===== config.mk =====
export PLATFORM = sky130hd
export DESIGN_NAME = frc_fifo_ram_ctrl
export DESIGN_NICKNAME = d
export VERILOG_FILES = /design/src/hdl/frc_pkg.sv /design/src/hdl/frc_fifo_ram_ctrl.sv
export VERILOG_INCLUDE_DIRS = /design/src /design/src/hdl
export SDC_FILE = /design/constraint.sdc
export NUM_CORES = 1
export LEC_CHECK = 0
export BUFFER_PORTS_ARGS = -buffer_cell sky130_fd_sc_hd__buf_2
export CAP_MARGIN = 20
export CORE_UTILIZATION = 52
export CTS_CLUSTER_SIZE = 14
export DETAILED_ROUTE_END_ITERATION = 6
export PLACE_DENSITY = 0.75
export SLEW_MARGIN = 10
export SYNTH_ARGS = -nofsm -noshare
export SYNTH_HDL_FRONTEND = slang
export SYNTH_SLANG_ARGS = --single-unit

===== constraint.sdc =====
create_clock -name ref_clk -period 3.8 [get_ports ref_clk]
set_input_delay 0.95 -clock ref_clk [delete_from_list [all_inputs] [get_ports ref_clk]]
set_output_delay 0.95 -clock ref_clk [all_outputs]
set_load 0.005 [all_outputs]

===== src/hdl/frc_map.svh =====
`ifndef FRC_MAP_SVH
`define FRC_MAP_SVH

// Register byte offsets
`define FRC_CTRL_OFS      8'h00
`define FRC_STATUS_OFS    8'h04
`define FRC_PTRS_OFS      8'h08
`define FRC_INT_STAT_OFS  8'h0c
`define FRC_INT_CLR_OFS   8'h10
`define FRC_INT_EN_OFS    8'h14

// Control fields
`define FRC_CTRL_CLEAR    0
`define FRC_CTRL_RST      2'h0

// Status fields
`define FRC_ST_FULL       0
`define FRC_ST_EMPTY      1
`define FRC_ST_HALF       2
`define FRC_ST_ALMOST     3
`define FRC_ST_COUNT_LO   8

// Pointer register fields
`define FRC_PTR_WR_LO     0
`define FRC_PTR_RD_LO     16

// Interrupt event bits
`define FRC_EV_FULL       0
`define FRC_EV_EMPTY      1
`define FRC_EV_ALMOST     2
`define FRC_EV_REFUSED    3
`define FRC_EV_W          4

// Flags out of reset: empty and almost
`define FRC_FLAGS_RST     4'ha

// Flag thresholds and depth range
`define FRC_ALMOST_TH     17'h00010
`define FRC_MIN_DEPTH     17'h00200

// AXI responses
`define FRC_RESP_OKAY     2'b00
`define FRC_RESP_SLVERR   2'b10

`endif


===== src/hdl/frc_pkg.sv =====
package frc_pkg;

	// RAM access sequencer states
	typedef enum logic [2:0] {
		FRC_IDLE   = 3'b000,
		FRC_WLATCH = 3'b001,
		FRC_WRITE  = 3'b010,
		FRC_RFETCH = 3'b011,
		FRC_RLATCH = 3'b100
	} frc_state_type;

endpackage


===== src/hdl/frc_fifo_ram_ctrl.sv =====
// Decided for this implementation: the AXI4-Lite interface to the registers and the register offsets.
`timescale 1ns/100ps
`include "frc_map.svh"

module frc_fifo_ram_ctrl #(
	parameter int ADDR_W = 16,
	parameter int SEL_W  = 3
) (
	// Clock and reset
	input  logic                ref_clk,
	input  logic                arst_n,
	// AXI4-Lite write address and data
	input  logic [7:0]          s_axi_awaddr,
	input  logic                s_axi_awvalid,
	output logic                s_axi_awready,
	input  logic [31:0]         s_axi_wdata,
	input  logic [3:0]          s_axi_wstrb,
	input  logic                s_axi_wvalid,
	output logic                s_axi_wready,
	// AXI4-Lite write response
	output logic [1:0]          s_axi_bresp,
	output logic                s_axi_bvalid,
	input  logic                s_axi_bready,
	// AXI4-Lite read
	input  logic [7:0]          s_axi_araddr,
	input  logic                s_axi_arvalid,
	output logic                s_axi_arready,
	output logic [31:0]         s_axi_rdata,
	output logic [1:0]          s_axi_rresp,
	output logic                s_axi_rvalid,
	input  logic                s_axi_rready,
	// Asynchronous writer side
	input  logic                put_request_in,
	output logic                put_ack_out,
	output logic                input_latch_strobe,
	// Asynchronous reader side
	input  logic                get_request_in,
	output logic                get_ack_out,
	output logic                output_latch_strobe,
	// Buffer control pins
	input  logic                buffer_clear_in,
	input  logic [SEL_W-1:0]    size_sel_in,
	input  logic                write_enable_in,
	input  logic                read_enable_in,
	// External RAM array
	output logic [ADDR_W-1:0]   ram_addr_out,
	output logic                ram_addr_oe,
	output logic                ram_we_n_out,
	output logic                ram_oe_n_out,
	// Status flags and interrupt
	output logic                full_out,
	output logic                empty_out,
	output logic                half_full_out,
	output logic                almost_out,
	output logic                irq_out
);

	localparam int CW = ADDR_W + 1;

	// depths 512 to 65,536
	// Depth for a size code, 512 words doubling per step
	function automatic logic [CW-1:0] depth_of(input logic [SEL_W-1:0] sel);
		depth_of = CW'(`FRC_MIN_DEPTH << sel);
	endfunction

	// Next pointer value with wrap at the selected depth
	function automatic logic [ADDR_W-1:0] ptr_inc(input logic [ADDR_W-1:0] p,
		input logic [CW-1:0] d);
		ptr_inc = ({1'b0, p} == d - CW'(1)) ? '0 : p + ADDR_W'(1);
	endfunction

	////////////////////////////////////////////////////////////////////////////////
	// Pin synchronisers

	logic [1:0]             put_sync_reg;
	logic [1:0]             get_sync_reg;
	logic [1:0]             clr_sync_reg;
	logic [1:0]             wen_sync_reg;
	logic [1:0]             ren_sync_reg;
	logic [SEL_W-1:0]       sel_meta_reg;
	logic [SEL_W-1:0]       sel_reg;

	// Two stages each; only the second stage is read below
	always_ff @(posedge ref_clk or negedge arst_n)
	begin
		if (!arst_n)
		begin
			put_sync_reg <= 2'h0;
			get_sync_reg <= 2'h0;
			clr_sync_reg <= 2'h0;
			wen_sync_reg <= 2'h0;
			ren_sync_reg <= 2'h0;
			sel_meta_reg <= '0;
			sel_reg      <= '0;
		end
		else
		begin
			put_sync_reg <= {put_sync_reg[0], put_request_in};
			get_sync_reg <= {get_sync_reg[0], get_request_in};
			clr_sync_reg <= {clr_sync_reg[0], buffer_clear_in};
			wen_sync_reg <= {wen_sync_reg[0], write_enable_in};
			ren_sync_reg <= {ren_sync_reg[0], read_enable_in};
			sel_meta_reg <= size_sel_in;
			sel_reg      <= sel_meta_reg;
		end
	end

	wire put_req = put_sync_reg[1];
	wire get_req = get_sync_reg[1];
	wire wen     = wen_sync_reg[1];
	wire ren     = ren_sync_reg[1];

	////////////////////////////////////////////////////////////////////////////////
	// Register bus decode

	logic [7:0]             aw_addr_reg;
	logic                   aw_held_reg;
	logic [31:0]            w_data_reg;
	logic [3:0]             w_strb_reg;
	logic                   w_held_reg;
	logic                   bvalid_reg;
	logic [1:0]             bresp_reg;
	logic                   rvalid_reg;
	logic [1:0]             rresp_reg;
	logic [31:0]            rdata_reg;
	logic [1:0]             ctrl_reg;
	logic [`FRC_EV_W-1:0]   int_stat_reg;
	logic [`FRC_EV_W-1:0]   int_en_reg;

	// A write fires once both address and data are held
	wire wr_fire    = aw_held_reg && w_held_reg && !bvalid_reg;
	wire wr_ctrl    = wr_fire && (aw_addr_reg == `FRC_CTRL_OFS);
	wire wr_clr     = wr_fire && (aw_addr_reg == `FRC_INT_CLR_OFS);
	wire wr_en      = wr_fire && (aw_addr_reg == `FRC_INT_EN_OFS);
	wire wr_ro      = (aw_addr_reg == `FRC_STATUS_OFS) || (aw_addr_reg == `FRC_PTRS_OFS)
		|| (aw_addr_reg == `FRC_INT_STAT_OFS);
	wire wr_hit     = wr_ctrl || wr_clr || wr_en || (wr_fire && wr_ro);
	wire soft_clear = wr_ctrl && w_strb_reg[0] && w_data_reg[`FRC_CTRL_CLEAR];
	wire [`FRC_EV_W-1:0] clr_bits = wr_clr && w_strb_reg[0] ? w_data_reg[`FRC_EV_W-1:0] : '0;

	assign s_axi_awready = !aw_held_reg;
	assign s_axi_wready  = !w_held_reg;
	assign s_axi_bvalid  = bvalid_reg;
	assign s_axi_bresp   = bresp_reg;
	assign s_axi_arready = !rvalid_reg;
	assign s_axi_rvalid  = rvalid_reg;
	assign s_axi_rresp   = rresp_reg;
	assign s_axi_rdata   = rdata_reg;

	// Address and data are caught separately, in either order
	always_ff @(posedge ref_clk or negedge arst_n)
	begin
		if (!arst_n)
		begin
			aw_addr_reg <= 8'h00;
			aw_held_reg <= 1'b0;
			w_data_reg  <= 32'h0000_0000;
			w_strb_reg  <= 4'h0;
			w_held_reg  <= 1'b0;
			bvalid_reg  <= 1'b0;
			bresp_reg   <= `FRC_RESP_OKAY;
		end
		else
		begin
			if (s_axi_awvalid && !aw_held_reg)
			begin
				aw_addr_reg <= {s_axi_awaddr[7:2], 2'b00};
				aw_held_reg <= 1'b1;
			end
			if (s_axi_wvalid && !w_held_reg)
			begin
				w_data_reg <= s_axi_wdata;
				w_strb_reg <= s_axi_wstrb;
				w_held_reg <= 1'b1;
			end
			if (wr_fire)
			begin
				bvalid_reg <= 1'b1;
				bresp_reg  <= wr_hit ? `FRC_RESP_OKAY : `FRC_RESP_SLVERR;
			end
			else if (bvalid_reg && s_axi_bready)
			begin
				bvalid_reg  <= 1'b0;
				aw_held_reg <= 1'b0;
				w_held_reg  <= 1'b0;
			end
		end
	end

	// Software-written control and interrupt enable
	always_ff @(posedge ref_clk or negedge arst_n)
	begin
		if (!arst_n)
		begin
			ctrl_reg   <= `FRC_CTRL_RST;
			int_en_reg <= '0;
		end
		else
		begin
			if (wr_ctrl && w_strb_reg[0])
				ctrl_reg <= w_data_reg[1:0];
			if (wr_en && w_strb_reg[0])
				int_en_reg <= w_data_reg[`FRC_EV_W-1:0];
		end
	end

	////////////////////////////////////////////////////////////////////////////////
	// Occupancy and pointers

	frc_pkg::frc_state_type state_reg;
	frc_pkg::frc_state_type state_next;
	logic [ADDR_W-1:0]      wptr_reg;
	logic [ADDR_W-1:0]      rptr_reg;
	logic [CW-1:0]          count_reg;
	logic [CW-1:0]          count_next;
	logic                   put_ack_reg;
	logic                   get_ack_reg;
	logic                   wr_pend_reg;
	logic                   rd_pend_reg;
	logic                   last_wr_reg;
	logic [3:0]             flags_reg;

	wire [CW-1:0] depth   = depth_of(sel_reg);
	wire          clear   = clr_sync_reg[1] || soft_clear;
	wire          done_wr = (state_reg == frc_pkg::FRC_WRITE);
	wire          done_rd = (state_reg == frc_pkg::FRC_RLATCH);
	wire          is_full = (count_reg >= depth);
	wire          is_empty = (count_reg == '0);

	wire put_take = put_req && !put_ack_reg && !is_full;
	wire get_take = get_req && !get_ack_reg && !is_empty;
	wire put_bad  = put_req && !put_ack_reg && is_full;

	assign count_next = clear ? '0 : done_wr ? count_reg + CW'(1)
		: done_rd ? count_reg - CW'(1) : count_reg;

	always_ff @(posedge ref_clk or negedge arst_n)
	begin
		if (!arst_n)
		begin
			wptr_reg  <= '0;
			rptr_reg  <= '0;
			count_reg <= '0;
		end
		else if (clear)
		begin
			wptr_reg  <= '0;
			rptr_reg  <= '0;
			count_reg <= '0;
		end
		else
		begin
			count_reg <= count_next;
			// advance after use, wrap at depth
			if (done_wr)
				wptr_reg <= ptr_inc(wptr_reg, depth);
			if (done_rd)
				rptr_reg <= ptr_inc(rptr_reg, depth);
		end
	end

	// almost flag, half flag, empty flag, full flag
	wire [3:0] flags_next = {
		(count_next <= `FRC_ALMOST_TH) || (depth - count_next <= `FRC_ALMOST_TH),
		count_next >= (depth >> 1),
		count_next == '0,
		count_next >= depth};

	always_ff @(posedge ref_clk or negedge arst_n)
	begin
		if (!arst_n)
			flags_reg <= `FRC_FLAGS_RST;  // Matches an empty buffer, no false edge
		else
			flags_reg <= flags_next;
	end

	assign full_out      = flags_reg[`FRC_ST_FULL];
	assign empty_out     = flags_reg[`FRC_ST_EMPTY];
	assign half_full_out = flags_reg[`FRC_ST_HALF];
	assign almost_out    = flags_reg[`FRC_ST_ALMOST];

	////////////////////////////////////////////////////////////////////////////////
	// Request acceptance and arbitration

	// ack low on accept, ack before service
	always_ff @(posedge ref_clk or negedge arst_n)
	begin
		if (!arst_n)
		begin
			put_ack_reg <= 1'b0;
			get_ack_reg <= 1'b0;
			wr_pend_reg <= 1'b0;
			rd_pend_reg <= 1'b0;
		end
		else if (clear)
		begin
			put_ack_reg <= 1'b0;
			get_ack_reg <= 1'b0;
			wr_pend_reg <= 1'b0;
			rd_pend_reg <= 1'b0;
		end
		else
		begin
			if (put_take)
				put_ack_reg <= 1'b1;
			else if (!put_req && !wr_pend_reg)
				put_ack_reg <= 1'b0;
			if (get_take)
				get_ack_reg <= 1'b1;
			else if (!get_req && !rd_pend_reg)
				get_ack_reg <= 1'b0;
			wr_pend_reg <= put_take || (wr_pend_reg && !done_wr);
			rd_pend_reg <= get_take || (rd_pend_reg && !done_rd);
		end
	end

	// Low level means acknowledged
	assign put_ack_out = !put_ack_reg;
	assign get_ack_out = !get_ack_reg;

	// Alternate when both wait, so neither side starves
	wire go_wr = wr_pend_reg && wen && (!rd_pend_reg || !ren || !last_wr_reg);
	wire go_rd = rd_pend_reg && ren && !go_wr;

	////////////////////////////////////////////////////////////////////////////////
	// RAM access sequencer

	always_comb
	begin
		state_next = state_reg;
		case (state_reg)
			frc_pkg::FRC_IDLE:
				if (go_wr)
					state_next = frc_pkg::FRC_WLATCH;
				else if (go_rd)
					state_next = frc_pkg::FRC_RFETCH;
			frc_pkg::FRC_WLATCH:
				state_next = frc_pkg::FRC_WRITE;
			frc_pkg::FRC_RFETCH:
				state_next = frc_pkg::FRC_RLATCH;
			default:
				state_next = frc_pkg::FRC_IDLE;
		endcase
		if (clear)
			state_next = frc_pkg::FRC_IDLE;
	end

	// latch then write, fetch then latch
	always_ff @(posedge ref_clk or negedge arst_n)
	begin
		if (!arst_n)
		begin
			state_reg           <= frc_pkg::FRC_IDLE;
			last_wr_reg         <= 1'b0;
			input_latch_strobe  <= 1'b0;
			output_latch_strobe <= 1'b0;
			ram_we_n_out        <= 1'b1;
			ram_oe_n_out        <= 1'b1;
			ram_addr_out        <= '0;
		end
		else
		begin
			state_reg           <= state_next;
			input_latch_strobe  <= (state_next == frc_pkg::FRC_WLATCH);
			output_latch_strobe <= (state_next == frc_pkg::FRC_RLATCH);
			ram_we_n_out        <= (state_next != frc_pkg::FRC_WRITE);
			ram_oe_n_out        <= !(state_next == frc_pkg::FRC_RFETCH
				|| state_next == frc_pkg::FRC_RLATCH);
			// address from the pointer in use
			if (state_next == frc_pkg::FRC_WLATCH)
				ram_addr_out <= wptr_reg;
			else if (state_next == frc_pkg::FRC_RFETCH)
				ram_addr_out <= rptr_reg;
			if (state_reg == frc_pkg::FRC_IDLE && state_next != frc_pkg::FRC_IDLE)
				last_wr_reg <= go_wr;
		end
	end

	// release address bus when both enables low
	assign ram_addr_oe = wen || ren;

	////////////////////////////////////////////////////////////////////////////////
	// Interrupts

	wire [`FRC_EV_W-1:0] events = {
		put_bad,
		flags_next[`FRC_ST_ALMOST] && !flags_reg[`FRC_ST_ALMOST],
		flags_next[`FRC_ST_EMPTY] && !flags_reg[`FRC_ST_EMPTY],
		flags_next[`FRC_ST_FULL] && !flags_reg[`FRC_ST_FULL]};

	// Set wins over a clear in the same cycle
	always_ff @(posedge ref_clk or negedge arst_n)
	begin
		if (!arst_n)
			int_stat_reg <= '0;
		else
			int_stat_reg <= (int_stat_reg & ~clr_bits) | events;
	end

	assign irq_out = |(int_stat_reg & int_en_reg);

	////////////////////////////////////////////////////////////////////////////////
	// Register read path

	wire [7:0] ra = {s_axi_araddr[7:2], 2'b00};
	wire rd_hit = (ra == `FRC_CTRL_OFS) || (ra == `FRC_STATUS_OFS) || (ra == `FRC_PTRS_OFS)
		|| (ra == `FRC_INT_STAT_OFS) || (ra == `FRC_INT_CLR_OFS) || (ra == `FRC_INT_EN_OFS);
	wire [31:0] rd_mux =
		(ra == `FRC_CTRL_OFS)     ? {30'h0, ctrl_reg} :
		(ra == `FRC_STATUS_OFS)   ? {(24 - CW)'(0), count_reg, 4'h0, flags_reg} :
		(ra == `FRC_PTRS_OFS)     ? {rptr_reg, wptr_reg} :
		(ra == `FRC_INT_STAT_OFS) ? {(32 - `FRC_EV_W)'(0), int_stat_reg} :
		(ra == `FRC_INT_EN_OFS)   ? {(32 - `FRC_EV_W)'(0), int_en_reg} : 32'h0000_0000;

	// One-cycle read answer; unmapped reads give an error
	always_ff @(posedge ref_clk or negedge arst_n)
	begin
		if (!arst_n)
		begin
			rvalid_reg <= 1'b0;
			rresp_reg  <= `FRC_RESP_OKAY;
			rdata_reg  <= 32'h0000_0000;
		end
		else if (s_axi_arvalid && !rvalid_reg)
		begin
			rvalid_reg <= 1'b1;
			rresp_reg  <= rd_hit ? `FRC_RESP_OKAY : `FRC_RESP_SLVERR;
			rdata_reg  <= rd_mux;
		end
		else if (rvalid_reg && s_axi_rready)
			rvalid_reg <= 1'b0;
	end

endmodule // frc_fifo_ram_ctrl


Word-level counts from Yosys, hierarchy flattened
Index checks and enable logic that the tools add are counted.
- $add $sub $neg: 6
- order comparisons: 5
- equality and inequality tests: 20
- shift-type cells: 1
- multiplexer cells: 42
- bitwise logic cells: 4
- reduce and logical (&&, ||, !) cells: 85
- operator list (kind ; count):
    16-bit two-way mux ; 8
    32-bit two-way mux ; 3
    17-bit two-way mux ; 4
    16-bit by 17-bit == test with 1-bit output ; 2
    17-bit greater-or-equal comparator ; 2
    17-bit by 5-bit <= comparator with 1-bit output (second input constant) ; 2
    17-bit zero test ; 2
    17-bit by 1-bit subtractor with 17-bit output (second input constant) ; 2
    16-bit by 1-bit adder with 16-bit output (second input constant) ; 2
    1-bit logical AND ; 32
    6-bit by 2-bit == test with 1-bit output (second input constant) ; 4
    6-bit by 3-bit == test with 1-bit output (second input constant) ; 4
    1-bit zero test ; 21
    1-bit logical OR ; 18
    1-bit two-way mux ; 18
    17-bit by 1-bit adder with 17-bit output (second input constant) ; 1
    17-bit by 16-bit greater-or-equal comparator with 1-bit output ; 1
    10-bit by 3-bit << shifter with 17-bit output (first input constant) ; 1
    17-bit subtractor ; 1
    8-bit zero test ; 2
    6-bit by 1-bit == test with 1-bit output (second input constant) ; 2
    4-bit two-way mux ; 3
    2-bit nonzero test ; 5
    3-bit by 2-bit == test with 1-bit output (second input constant) ; 3
    12 further kinds ; 20
- register bits: 158
- input port bits: 67
- output and inout bits: 69
- logic and storage cells: 198

Longest topological paths before layout
Gate-level depths: netlist (run 1).
- depth after elaboration: 13
- gate-level depth with buffers: 18
- mapped depth without buffers: 17

Worst setup path before layout (run 1)
No wires, ideal clock.
- path kind: register to register
- from: reg state_reg[2]
- to: reg int_stat_reg[2]
- setup time: 0.095 ns
- data arrival time: 3.534 ns
- data required time: 3.705 ns
- setup slack: 0.170 ns
- cell stages (with the launch flop): 16
- buffers on the path: 3
- period minus slack after synthesis: 3.630 ns
- cell sequence: dfrtp_1 > buf_2 > or3b_1 > buf_6 > or4_4 > o22ai_1 > xnor2_1 > nand2_1 > ha_1 > clkbuf_1 > and4_1 > nand3_1 > or2_2 > o2111ai_1 > o2111ai_1 > o31ai_1
- word-level cells in the longest chain between the ends: 9
- elaborated cells on any way between the ends: 11
- those cells by class: 1 x add/sub; 2 x order compare; 2 x eq/ne; 3 x mux; 1 x bitwise; 2 x reduce/logical
- ends and longest elaborated chain (item ; RTL line ; source):
    start: declaration ; frc_fifo_ram_ctrl.sv:210 ; frc_pkg::frc_state_type state_reg;
    start signal: assignment ; frc_fifo_ram_ctrl.sv:353 ; state_reg <= frc_pkg::FRC_IDLE;
    start signal: assignment ; frc_fifo_ram_ctrl.sv:363 ; state_reg <= state_next;
    3-bit == test ; frc_fifo_ram_ctrl.sv:226 ; wire done_rd = (state_reg == frc_pkg::FRC_RLATCH);
    17-bit two-way mux ; frc_fifo_ram_ctrl.sv:235 ; : done_rd ? count_reg - CW'(1) : count_reg;
    17-bit two-way mux (*) (2 in a row) ; frc_fifo_ram_ctrl.sv:234 ; assign count_next = clear ? '0 : done_wr ? count_reg + CW'(1)
    17-bit subtractor ; frc_fifo_ram_ctrl.sv:264 ; (count_next <= `FRC_ALMOST_TH) || (depth - count_next <= `FRC_ALMOST_TH),
    17-bit by 5-bit <= comparator with 1-bit output (no source line) ; -- ;
    1-bit logical OR (*) ; frc_fifo_ram_ctrl.sv:264 ;
    1-bit logical AND (*) ; frc_fifo_ram_ctrl.sv:387 ; flags_next[`FRC_ST_ALMOST] && !flags_reg[`FRC_ST_ALMOST],
    4-bit OR (*) ; frc_fifo_ram_ctrl.sv:397 ; int_stat_reg <= (int_stat_reg & ~clr_bits) | events;
    end signal: assignment ; frc_fifo_ram_ctrl.sv:397 ;
    end: declaration ; frc_fifo_ram_ctrl.sv:127 ; logic [`FRC_EV_W-1:0] int_stat_reg;
Mark *: on every way between the ends. The rest lies on a longest branch, timed or not.
A chain may end at the register's enable or synchronous reset.

Worst setup path in the final report (run 1)
- from: reg state_reg[0]
- to: reg int_stat_reg[2]
The elaborated chain is that of the path after synthesis.

==> metrics, run 1 <==
status completed; DR WL/cell 17.65 um; # Max-Cap Violations 0; largest net degree at the start of global routing 73; Post-Place Worst Slack 84.32 ps; Final WS setup 87.56 ps; GRT Overall Usage 0.2698; core area 16000 sq um; final wirelength 22.29 mm; Antenna diodes 0; CP required 4180 ps; CP endpoint kind flip-flop; IO Count 136; placed insts 1227; Layout Cells excl Fill 1263; dominant synthesized flop cell dfrtp_1; startpoint types flip-flop; Layout Nets 1130; gr ovfl total 0; clk sink count 156; vias 7400; hold_buf cts 0; TritonRoute pass-1 iters 5; Yosys reg bits 156; final setup fails 0; cts bufs inserted 17; share of layout cells above drive strength 1 0.2340; Critical Path AT 4090 ps; initial antenna violation count 0; Routability Congestion 0.9305; Yosys warnings 0; mapped cell area 8557 sq um; Cell variety after synth 76; Final Hold Vio Count 0; Final Slew Violations 0; Hold Crit Class flip-flop to flip-flop; DRT iter0 DRCs 592; IO buf count 98; Layout Skew 11.32 ps; Final min period 3712 ps; # DRC 0; Filler Cell Count 1350; Die Width 130.3 um; number of global-route vias before repair 6790; Seq/Total Area, Yosys 0.4568; final core area utilization 0.6367; Total Power 4.334 mW; H-tree levels 4; post-route ant nets 0; Die Y 130.3 um; row count 46; crit path max fanout 7; flip-flop count of the largest register after layout 32; CTS tree built; clock root buffer clkbuf_16; measured slew at the worst slew-check pin 844.4 ps; hpwl dp 16.05 mm; Worst-Skew Late Latency 440 ps; setup TNS 0 ps; Reg clk slew, reported paths 60 ps; fmax 0.2694 GHz; VDD IR max 0.0003576 V; initial core utilization 0.5348; first-pass GRT wire length 34.78 mm; syn avg cell area 9.261 sq um; Power Density 425.4 nW/um^2; post-route cell area 10190 sq um; Post-DP Area 9457 sq um; asr flop ratio synth 1.000; vias per cell 5.859; number of flops mapped to enable cells by yosys 0; Slew headroom 0.4367; full die area 16970 sq um; Syn Inst Count 924; Hold Slack 347.6 ps; Area growth, synth to finish 19.05%; crit share post-route 0.9770; WS Path Type flip-flop to flip-flop; Leak Pwr 4.817 nW; Clock Path Buffers 2
placed cells by master, fill, tap and decap left out, drive strengths merged, types with 12 or more instances in the layout:
master	Yosys	layout
a21oi	29	29
a22oi	19	19
and3	22	22
buf	10	144
clkbuf	44	19
dfrtp	152	152
ha	29	29
inv	39	45
mux2	18	18
mux2i	23	23
nand2	118	118
nand2b	19	19
nand3	37	37
nor2	53	53
nor2b	14	14
nor3	12	12
o21a	13	13
o21ai	95	95
o31ai	17	17
xnor2	12	12
xor2	12	12
worst paths after layout:
kind                                                 from                        end  slack [ps]  cells after the start
worst max-delay path               state_reg[0]$_DFF_PN0_  int_stat_reg[2]$_DFF_PN0_          90                     13
worst min-delay path            sel_meta_reg[0]$_DFF_PN0_       sel_reg[0]$_DFF_PN0_         350                      0
worst max register to register     state_reg[0]$_DFF_PN0_  int_stat_reg[2]$_DFF_PN0_          90                     13
worst min register to register  sel_meta_reg[0]$_DFF_PN0_       sel_reg[0]$_DFF_PN0_         350                      0
max in group asynchronous                          arst_n     flags_reg[1]$_DFF_PN1_        2450                      2
min in group asynchronous                          arst_n    get_ack_reg$_DFFE_PN0P_         520                      1
area by class of cell:
cell class	count	area, sq um	area share
well taps	216	270.3	0.02653
multi-input cells	676	4425	0.4344
flip-flops and latches	156	3915	0.3843
clock buffers	19	442.9	0.04348
inverters	39	146.4	0.01437
clock inverters	13	132.6	0.01302
repair buffers	144	854.6	0.08389
Yosys cell counts, types with 4 or more instances:
| library cell | number | area [sq um] |
|---|---|---|
| a211oi_1 | 5 | 37.54 |
| a21o_1 | 7 | 52.55 |
| a21oi_1 | 29 | 145.1 |
| a22oi_1 | 19 | 142.6 |
| a31oi_1 | 5 | 31.28 |
| and2_1 | 6 | 37.54 |
| and3_1 | 22 | 137.6 |
| buf_2 | 4 | 20.02 |
| clkbuf_1 | 44 | 165.2 |
| dfrtp_1 | 152 | 3804 |
| dfstp_2 | 4 | 105.1 |
| ha_1 | 29 | 362.9 |
| inv_1 | 38 | 142.6 |
| mux2_2 | 18 | 202.7 |
| mux2i_1 | 23 | 230.2 |
| nand2_1 | 118 | 442.9 |
| nand2b_1 | 19 | 118.9 |
| nand3_1 | 36 | 180.2 |
| nand3b_1 | 8 | 60.06 |
| nand4_1 | 9 | 56.30 |
| nor2_1 | 53 | 198.9 |
| nor2b_1 | 14 | 87.58 |
| nor3_1 | 12 | 60.06 |
| nor3b_1 | 10 | 75.07 |
| o211ai_1 | 6 | 45.04 |
| o21a_1 | 13 | 97.59 |
| o21ai_0 | 81 | 405.4 |
| o21ai_1 | 14 | 70.07 |
| o22ai_1 | 7 | 43.79 |
| o31ai_1 | 17 | 127.6 |
| or2_2 | 7 | 43.79 |
| or3_1 | 4 | 25.02 |
| or3b_1 | 4 | 35.03 |
| xnor2_1 | 12 | 105.1 |
| xor2_1 | 12 | 105.1 |
kinds of logic (layout without fill, tap and decap cells):
family                   after synthesis  count (layout)  synth area share
AND/OR/NAND/NOR                      341             341            0.2016
AO/OA/AOI/OAI                        239             239            0.1800
flip-flops                           156             156            0.4568
buffers and inverters                 93             215           0.04357
multiplexers                          41              41           0.05059
adder cells (fa/ha/maj)               29              29           0.04240
XOR/XNOR                              24              24           0.02456
other                                  1               2         0.0004382
power breakdown:
part | switching [mW] | internal (mW)
Sequential | 0.139 | 1.82
Clock | 0.733 | 0.935
Combinational | 0.374 | 0.336
Total | 1.25 | 3.09
worst max-delay path, stage by stage, from the launching register on:
cell and delay [ps]:
dfrtp_2 450, or3b_4 420, or4_4 560, mux2i_2 210, xor2_1 210, nand2_1 150, ha_4 300, and4_4 200
nand3_1 100, or2_2 320, o2111ai_2 180, o2111ai_2 140, o31ai_1 260, buf_4 160
metal layers:
layer	up-vias	wire [um]	GRT usage
li1	3510	-	-
met1	3564	9867	0.3614
met2	270	10300	0.4196
met3	56	1443	0.05945
met4	0	682	0.1197
met5	-	0	0
repair_timing:
item                                    CTS  global route
endpoints found under the setup margin    0             3
resized for setup                         0            25
setup buffers                             0             4
No activity file was read; power rests on OpenSTA's default activity.
==> run 2, diff against run 1 <==
--- a/config.mk
+++ b/config.mk
@@ -12,6 +12,7 @@
 export CTS_CLUSTER_SIZE = 14
 export DETAILED_ROUTE_END_ITERATION = 6
 export PLACE_DENSITY = 0.75
+export RECOVER_POWER = 100
 export SLEW_MARGIN = 10
 export SYNTH_ARGS = -nofsm -noshare
 export SYNTH_HDL_FRONTEND = slang
==> run 2 against run 1 <==
The flow now finishes with violations (design-rule violations, max-capacitance violations, max-slew violations). Cell area shrank 0.96%. Hold slack is essentially flat. First-iteration DRC count grew 5.7%. Sequential power is essentially flat. Highest routed layer unchanged. Worst setup slack lost 16 ps. Final cell count is the same. Fmax shrank 0.43%. Die area is the same. Total power shrank 0.27%. Clock power is essentially flat. Global-route usage is the same. Largest power group unchanged.
==> metrics, run 2 (synthesized netlist as in run 1, its figures left out) <==
WS Path Type flip-flop to flip-flop (unchanged); Critical Path AT 4100 ps (was 4090 ps); family with the most delay on the worst path simple AND/OR/NAND/NOR gates (unchanged); IO buf count 98 (unchanged); vias per cell 5.895 (was 5.859); VDD IR max 0.0003507 V (was 0.0003576 V); DRT iter0 DRCs 626 (was 592); TritonRoute pass-1 iters 7 (was 5); met2 wire len 10.26 mm (was 10.30 mm); Slew headroom -0.2104 (was 0.4367); DR WL/cell 17.62 um (was 17.65 um); Clock Path Buffers 2 (unchanged); Die Y 130.3 um (unchanged); largest net degree at the start of global routing 73 (unchanged); core area 16000 sq um (unchanged); Total Power 4.322 mW (was 4.334 mW); Worst-Skew Late Latency 440 ps (about the same); Worst Path Buf+Inv 1 (unchanged); initial antenna violation count 0 (unchanged); Top Layer Used met4 (unchanged); CP endpoint kind flip-flop (unchanged); failing checks design-rule violations, max-capacitance violations, max-slew violations; cts bufs inserted 17 (unchanged); Reg clk slew, reported paths 60 ps (about the same); measured slew at the worst slew-check pin 1816 ps (was 844.4 ps); post-route ant nets 0 (unchanged); IO Count 136 (unchanged); Final Hold Vio Count 0 (unchanged); status finished with violations (was completed); share of layout cells above drive strength 1 0.1872 (was 0.2340); H-tree levels 4 (unchanged); hpwl dp 16.05 mm (unchanged); fmax 0.2682 GHz (was 0.2694 GHz); initial core utilization 0.5348 (unchanged); Die Width 130.3 um (unchanged); flip-flop count of the largest register after layout 32 (unchanged); Power Density 428.4 nW/um^2 (was 425.4 nW/um^2); Antenna diodes 0 (unchanged); M1 WL 9.834 mm (was 9.867 mm); # DRC 15 (was 0); Routability Congestion 0.9305 (unchanged); Hold Crit Class flip-flop to flip-flop (unchanged); Layout Nets 1130 (unchanged); full die area 16970 sq um (unchanged); Filler Cell Count 1378 (was 1350); # Max-Cap Violations 1 (was 0); Final Slew Violations 73 (was 0); final wirelength 22.25 mm (was 22.29 mm); commonest non-fill, non-tap cells in the layout dfrtp_1, nand2_1, o21ai_0 (was dfrtp_1, nand2_1, buf_2); Final WS setup 71.49 ps (was 87.56 ps); Layout Skew 10.37 ps (was 11.32 ps); commonest non-fill, non-tap cell in the layout dfrtp_1 (unchanged); CTS tree built (unchanged); met3 WL 1.487 mm (was 1.443 mm); startpoint types flip-flop (unchanged); clk sink count 156 (unchanged); worst path cell trace or3b_4 > or4_4 > mux2i_2 > xor2_1 > nand2_1 > ha_4 > and4_4 > nand3_1 > or2_2 > o2111ai_2 > o2111ai_2 > o31ai_1 > buf_4 (unchanged); critical path's most frequent cell o2111ai_2 (unchanged); clock root buffer clkbuf_16 (unchanged); number of global-route vias before repair 6790 (unchanged); crit share post-route 0.9812 (was 0.9770); Max stage delay cell, worst path or4_4 (unchanged); first-pass GRT wire length 34.78 mm (unchanged); gr ovfl total 0 (unchanged); row count 46 (unchanged); register area 3915 sq um (unchanged); Leak Pwr 4.611 nW (was 4.817 nW); Area growth, synth to finish 17.91% (was 19.05%); Crit path largest cell delay 560 ps (about the same); Final min period 3729 ps (was 3712 ps); Post-Place Worst Slack 84.32 ps (unchanged); crit path max fanout 7 (unchanged); area occupied by multi-input gates 4425 sq um (unchanged); GRT Overall Usage 0.2698 (unchanged); vias 7445 (was 7400); final setup fails 0 (unchanged); CP required 4170 ps (was 4180 ps)
[run 2: final timing paths]
path                                      startpoint  slack (ps)  depth (start not counted)                          to
max                           state_reg[0]$_DFF_PN0_          70                         13   int_stat_reg[2]$_DFF_PN0_
min                        sel_meta_reg[2]$_DFF_PN0_         350                          0        sel_reg[2]$_DFF_PN0_
max reg2reg                   state_reg[0]$_DFF_PN0_          70                         13   int_stat_reg[2]$_DFF_PN0_
min reg2reg                sel_meta_reg[2]$_DFF_PN0_         350                          0        sel_reg[2]$_DFF_PN0_
max in group asynchronous                     arst_n         910                          2  s_axi_rdata[4]$_DFFE_PN0P_
min in group asynchronous                     arst_n        1000                          1   put_sync_reg[0]$_DFF_PN0_
[run 2: layout make-up]
| class | count | area share |
|---|---|---|
| clock inverters | 13 | 0.01314 |
| multi-input cells | 676 | 0.4386 |
| flip-flops and latches | 156 | 0.3880 |
| clock buffers | 19 | 0.04390 |
| repair buffers | 144 | 0.07502 |
| well taps | 216 | 0.02679 |
| inverters | 39 | 0.01451 |
[run 2: power by group]
part	internal, mW	switching, mW
Combinational	0.327	0.373
Clock	0.935	0.730
Sequential	1.82	0.140
Total	3.08	1.24
[run 2: through the flow]
| stage | setup TNS (ps) | hold WS [ps] | std cells | util | instance area (sq um) |
|---|---|---|---|---|---|
| 2_1_floorplan | 0 | 331.2 | 925 | - | 8561 |
| 6_report | 0 | 347.6 | 1263 | 0.6306 | 10090 |
| 4_1_cts | 0 | 350.1 | 1259 | 0.6270 | 10030 |
| 5_1_grt | -49.18 | 359.2 | 1263 | 0.6306 | 10090 |
| 3_5_place_dp | 0 | 334.7 | 1227 | 0.5910 | 9457 |
| 3_3_place_gp | 0 | 331.7 | 1227 | 0.5910 | 9457 |
[run 2: worst register-to-register path, delay by kind of cell (launching register included)]
kind | cells | cell delay, ps
buffers and inverters | 1 | 160
DFF | 1 | 460
AOI/OAI and AO/OA | 3 | 580
xor gates and xnor gates | 1 | 210
and+or+nand+nor | 6 | 1750
muxes | 1 | 210
adders and majority gates | 1 | 300
[run 2: timing repair]
| item | 4_1_cts | 5_1_grt |
|---|---|---|
| hold buffers | 0 | 0 |
| endpoints found under the setup margin | 0 | 3 |
| setup buffers | 0 | 4 |
| resized for setup | 0 | 25 |
| endpoints found under the hold margin | 0 | 0 |
[run 2: routing by layer]
| metal | track usage | up-vias |
|---|---|---|
| met2 | 0.4196 | 272 |
| met1 | 0.3614 | 3608 |
| met3 | 0.05945 | 55 |
| li1 | - | 3510 |
| met4 | 0.1197 | 0 |
| met5 | 0 | - |
==> run 3, diff against run 2 <==
--- a/config.mk
+++ b/config.mk
@@ -6,6 +6,7 @@
 export SDC_FILE = /design/constraint.sdc
 export NUM_CORES = 1
 export LEC_CHECK = 0
+export ABC_AREA = 1
 export BUFFER_PORTS_ARGS = -buffer_cell sky130_fd_sc_hd__buf_2
 export CAP_MARGIN = 20
 export CORE_UTILIZATION = 52
==> run 3 against run 2 <==
The run ends with max-capacitance violations, max-slew violations left. Largest power group unchanged. First-iteration DRC count increased by 8.3%. Routed wire length grew 2.6%. Highest routed layer unchanged. Die area increased by 1.3%. Critical endpoint unchanged. Total power up 16%. Worst setup slack gained 260 ps. Sequential power is 3% higher. Sequential cell count is the same. Hold slack better by 1.4 ps. Synthesized cell count grew 18%. Synthesized area increased by 1.3%. Non-clock buffer count shrank 32. Register-to-register slack improved by 260 ps.
==> metrics, run 3 <==
share of layout cells above drive strength 1 0.1420 (was 0.1872); Net Sw Frac 0.3597 (was 0.2877); commonest non-fill, non-tap cells in the layout nand2_1, dfrtp_1, inv_1 (was dfrtp_1, nand2_1, o21ai_0); Net Sw Power 1.796 mW (was 1.243 mW); final core area utilization 0.6138 (was 0.6306); vias 7882 (was 7445); row count 46 (unchanged); Hold Slack 349.0 ps (was 347.6 ps); Layout Skew 8.554 ps (was 10.37 ps); # Max-Cap Violations 1 (unchanged); GR Util met2 0.4444 (was 0.4196); most frequent cell after synthesis nand2_1 (was dfrtp_1); status finished with violations (unchanged); Post-DP Area 9395 sq um (was 9457 sq um); CTS tree built (unchanged); Post-Place Worst Slack 174.5 ps (was 84.32 ps); vias per cell 5.551 (was 5.895); VDD IR max 0.0003650 V (was 0.0003507 V); Syn Inst Count 1089 (was 924); syn avg cell area 7.960 sq um (was 9.261 sq um); final wirelength 22.84 mm (was 22.25 mm); full die area 17190 sq um (was 16970 sq um); number of flops mapped to enable cells by yosys 0 (unchanged); initial core utilization 0.5398 (was 0.5348); fmax 0.2880 GHz (was 0.2682 GHz); commonest non-fill, non-tap cell in the layout nand2_1 (was dfrtp_1); TritonRoute pass-1 iters 7 (unchanged); asr flop ratio synth 1.000 (unchanged); first-pass GRT wire length 37.98 mm (was 34.78 mm); Final WS setup 328.1 ps (was 71.49 ps); Antenna diodes 0 (unchanged); hpwl dp 17.10 mm (was 16.05 mm); Die Y 131.1 um (was 130.3 um); failing checks max-capacitance violations, max-slew violations (was design-rule violations, max-capacitance violations, max-slew violations); Clock power frac 0.323 (was 0.385); startpoint types flip-flop (unchanged); DRT iter0 DRCs 678 (was 626); mapped cell area 8668 sq um (was 8557 sq um); CP required 4130 ps (was 4170 ps); IO Count 136 (unchanged); Flop pwr share 0.402 (was 0.453); clk sink count 156 (unchanged); Die Width 131.1 um (was 130.3 um); Critical Path AT 3800 ps (was 4100 ps); GRT Overall Usage 0.2804 (was 0.2698); Reg clk slew, reported paths 70 ps (was 60 ps); combinational power share 0.274 (was 0.162); Slew headroom -0.2599 (was -0.2104); clock root buffer clkbuf_16 (unchanged); Leak Pwr 4.973 nW (was 4.611 nW); gr ovfl total 0 (unchanged); Synth top area share 0.4388 (was 0.4445); Final min period 3472 ps (was 3729 ps); CP endpoint kind flip-flop (unchanged); crit share post-route 0.9137 (was 0.9812); Yosys warnings 0 (unchanged); Final Slew Violations 75 (was 73); DR WL/cell 16.08 um (was 17.62 um); post-route cell area 9856 sq um (was 10090 sq um); Seq/Total Area, Yosys 0.4509 (was 0.4568); hold_buf cts 0 (unchanged); global routing's busiest layer met2 (unchanged); placed insts 1388 (was 1227); Int Pwr 3.197 mW (was 3.079 mW); PostCTS Resize Cnt 0 (unchanged); flip-flop count of the largest register after layout 32 (unchanged); cts bufs inserted 17 (unchanged); crit path max fanout 8 (was 7); dominant synthesized flop cell dfrtp_1 (unchanged); WS Path Type flip-flop to flip-flop (unchanged); main area contributors after synthesis dfrtp_1, nand2_1, o21ai_0, inv_1, ha_1 (was dfrtp_1, nand2_1, o21ai_0, ha_1, mux2i_1); Area growth, synth to finish 13.70% (was 17.91%); post-CTS setup buffers 0 (unchanged); IO buf count 98 (unchanged); number of global-route vias before repair 7530 (was 6790); post-route ant nets 0 (unchanged); Clock Path Buffers 2 (unchanged); core area 16060 sq um (was 16000 sq um); met3 Use GR 0.04861 (was 0.05945); Cell variety after synth 53 (was 76); final setup fails 0 (unchanged); # DRC 0 (was 15); Worst-Skew Late Latency 430 ps (was 440 ps); H-tree levels 4 (unchanged); met1 Use GR 0.3807 (was 0.3614); Filler Cell Count 1445 (was 1378); largest net degree at the start of global routing 75 (was 73); Commonest cells post-synth nand2_1, dfrtp_1, inv_1 (was dfrtp_1, nand2_1, o21ai_0); Layout Nets 1287 (was 1130); Final Hold Vio Count 0 (unchanged); Yosys reg bits 156 (unchanged); Hold Crit Class flip-flop to flip-flop (unchanged); Routability Congestion 0.9313 (was 0.9305); cell taking the most area after synthesis dfrtp_1 (unchanged); Power Density 506.6 nW/um^2 (was 428.4 nW/um^2); measured slew at the worst slew-check pin 1890 ps (was 1816 ps); initial antenna violation count 0 (unchanged); Layout Cells excl Fill 1420 (was 1263)
run 3: cell count changes after synthesis, moves of 15 or more:
cell	change
and3_1	-22
nand3_1	+31
o221ai_1	+18
clkbuf_1	-28
nand2b_1	-19
nor2_1	+43
a22oi_1	-18
inv_2	+16
nand2_1	+117
mux2i_1	-23
o21ai_0	+29
mux2_2	-15
inv_1	+99
run 3: path summary, 6_finish.rpt:
check,start,end,slack (ps),depth (start not counted)
setup reg to reg,w_held_reg$_DFF_PN0_,int_stat_reg[2]$_DFF_PN0_,330,20
hold reg to reg,sel_meta_reg[2]$_DFF_PN0_,sel_reg[2]$_DFF_PN0_,350,0
max in group asynchronous,arst_n,count_reg[8]$_DFF_PN0_,1050,2
min in group asynchronous,arst_n,s_axi_rdata[5]$_DFFE_PN0P_,1040,1
hold / removal,sel_meta_reg[2]$_DFF_PN0_,sel_reg[2]$_DFF_PN0_,350,0
setup / recovery,w_held_reg$_DFF_PN0_,int_stat_reg[2]$_DFF_PN0_,330,20
run 3: critical path, stage by stage, from the launching register on:
cell and delay, ps:
dfrtp_1 410, nand3_2 120, nor2_1 100, nand3_1 150, nand2_1 100, inv_2 170, clkbuf_1 320, nand2_1 90
nor2_1 280, inv_2 80, ha_1 370, a21oi_1 190, o21bai_1 120, a221oi_4 310, nand2_1 80, nand2_1 60
nand2_1 50, nand4_1 100, nand2_1 130, nand2_1 80, nand2_1 40
run 3: cells by family (layout without fill, tap and decap cells):
family,Yosys count,after routing,share of synthesized area
AO/OA/AOI/OAI,219,219,0.1480
XOR/XNOR,20,20,0.02021
adder cells (fa/ha/maj),29,29,0.04186
buffers and inverters,186,300,0.08660
flip-flops,156,156,0.4509
multiplexers,3,3,0.003897
other,1,2,0.0004326
AND/OR/NAND/NOR,475,475,0.2481
run 3: layout make-up:
type | count | area (sq um) | area share
Multi-Input combinational cell | 748 | 3998 | 0.4056
Clock inverter | 14 | 126.4 | 0.01282
Inverter | 156 | 586.8 | 0.05954
Tap cell | 216 | 270.3 | 0.02742
Timing Repair Buffer | 112 | 536.8 | 0.05446
Clock buffer | 18 | 429.2 | 0.04354
Sequential cell | 156 | 3909 | 0.3966
run 3: per-layer routing:
layer | up-vias | share of wire
met5 | - | 0
met4 | 0 | 0.028
met3 | 53 | 0.058
met2 | 290 | 0.47
met1 | 3715 | 0.45
li1 | 3824 | -
run 3: per-stage QoR:
step                TNS [ps]  power [mW]
finish                     0       4.993
floorplan                  0       2.966
global placement           0       3.364
detailed placement         0       3.406
global route          -3.515       5.289
CTS                        0       5.016
run 3: power by group through the flow:
stage               registers, mW  logic [mW]  clock network, mW
CTS                          2.01        1.38               1.63
global placement             2.03        1.33                  0
detailed placement           2.04        1.37                  0
finish                       2.01        1.37               1.62
floorplan                    2.00       0.964                  0
global route                 2.03        1.56               1.70
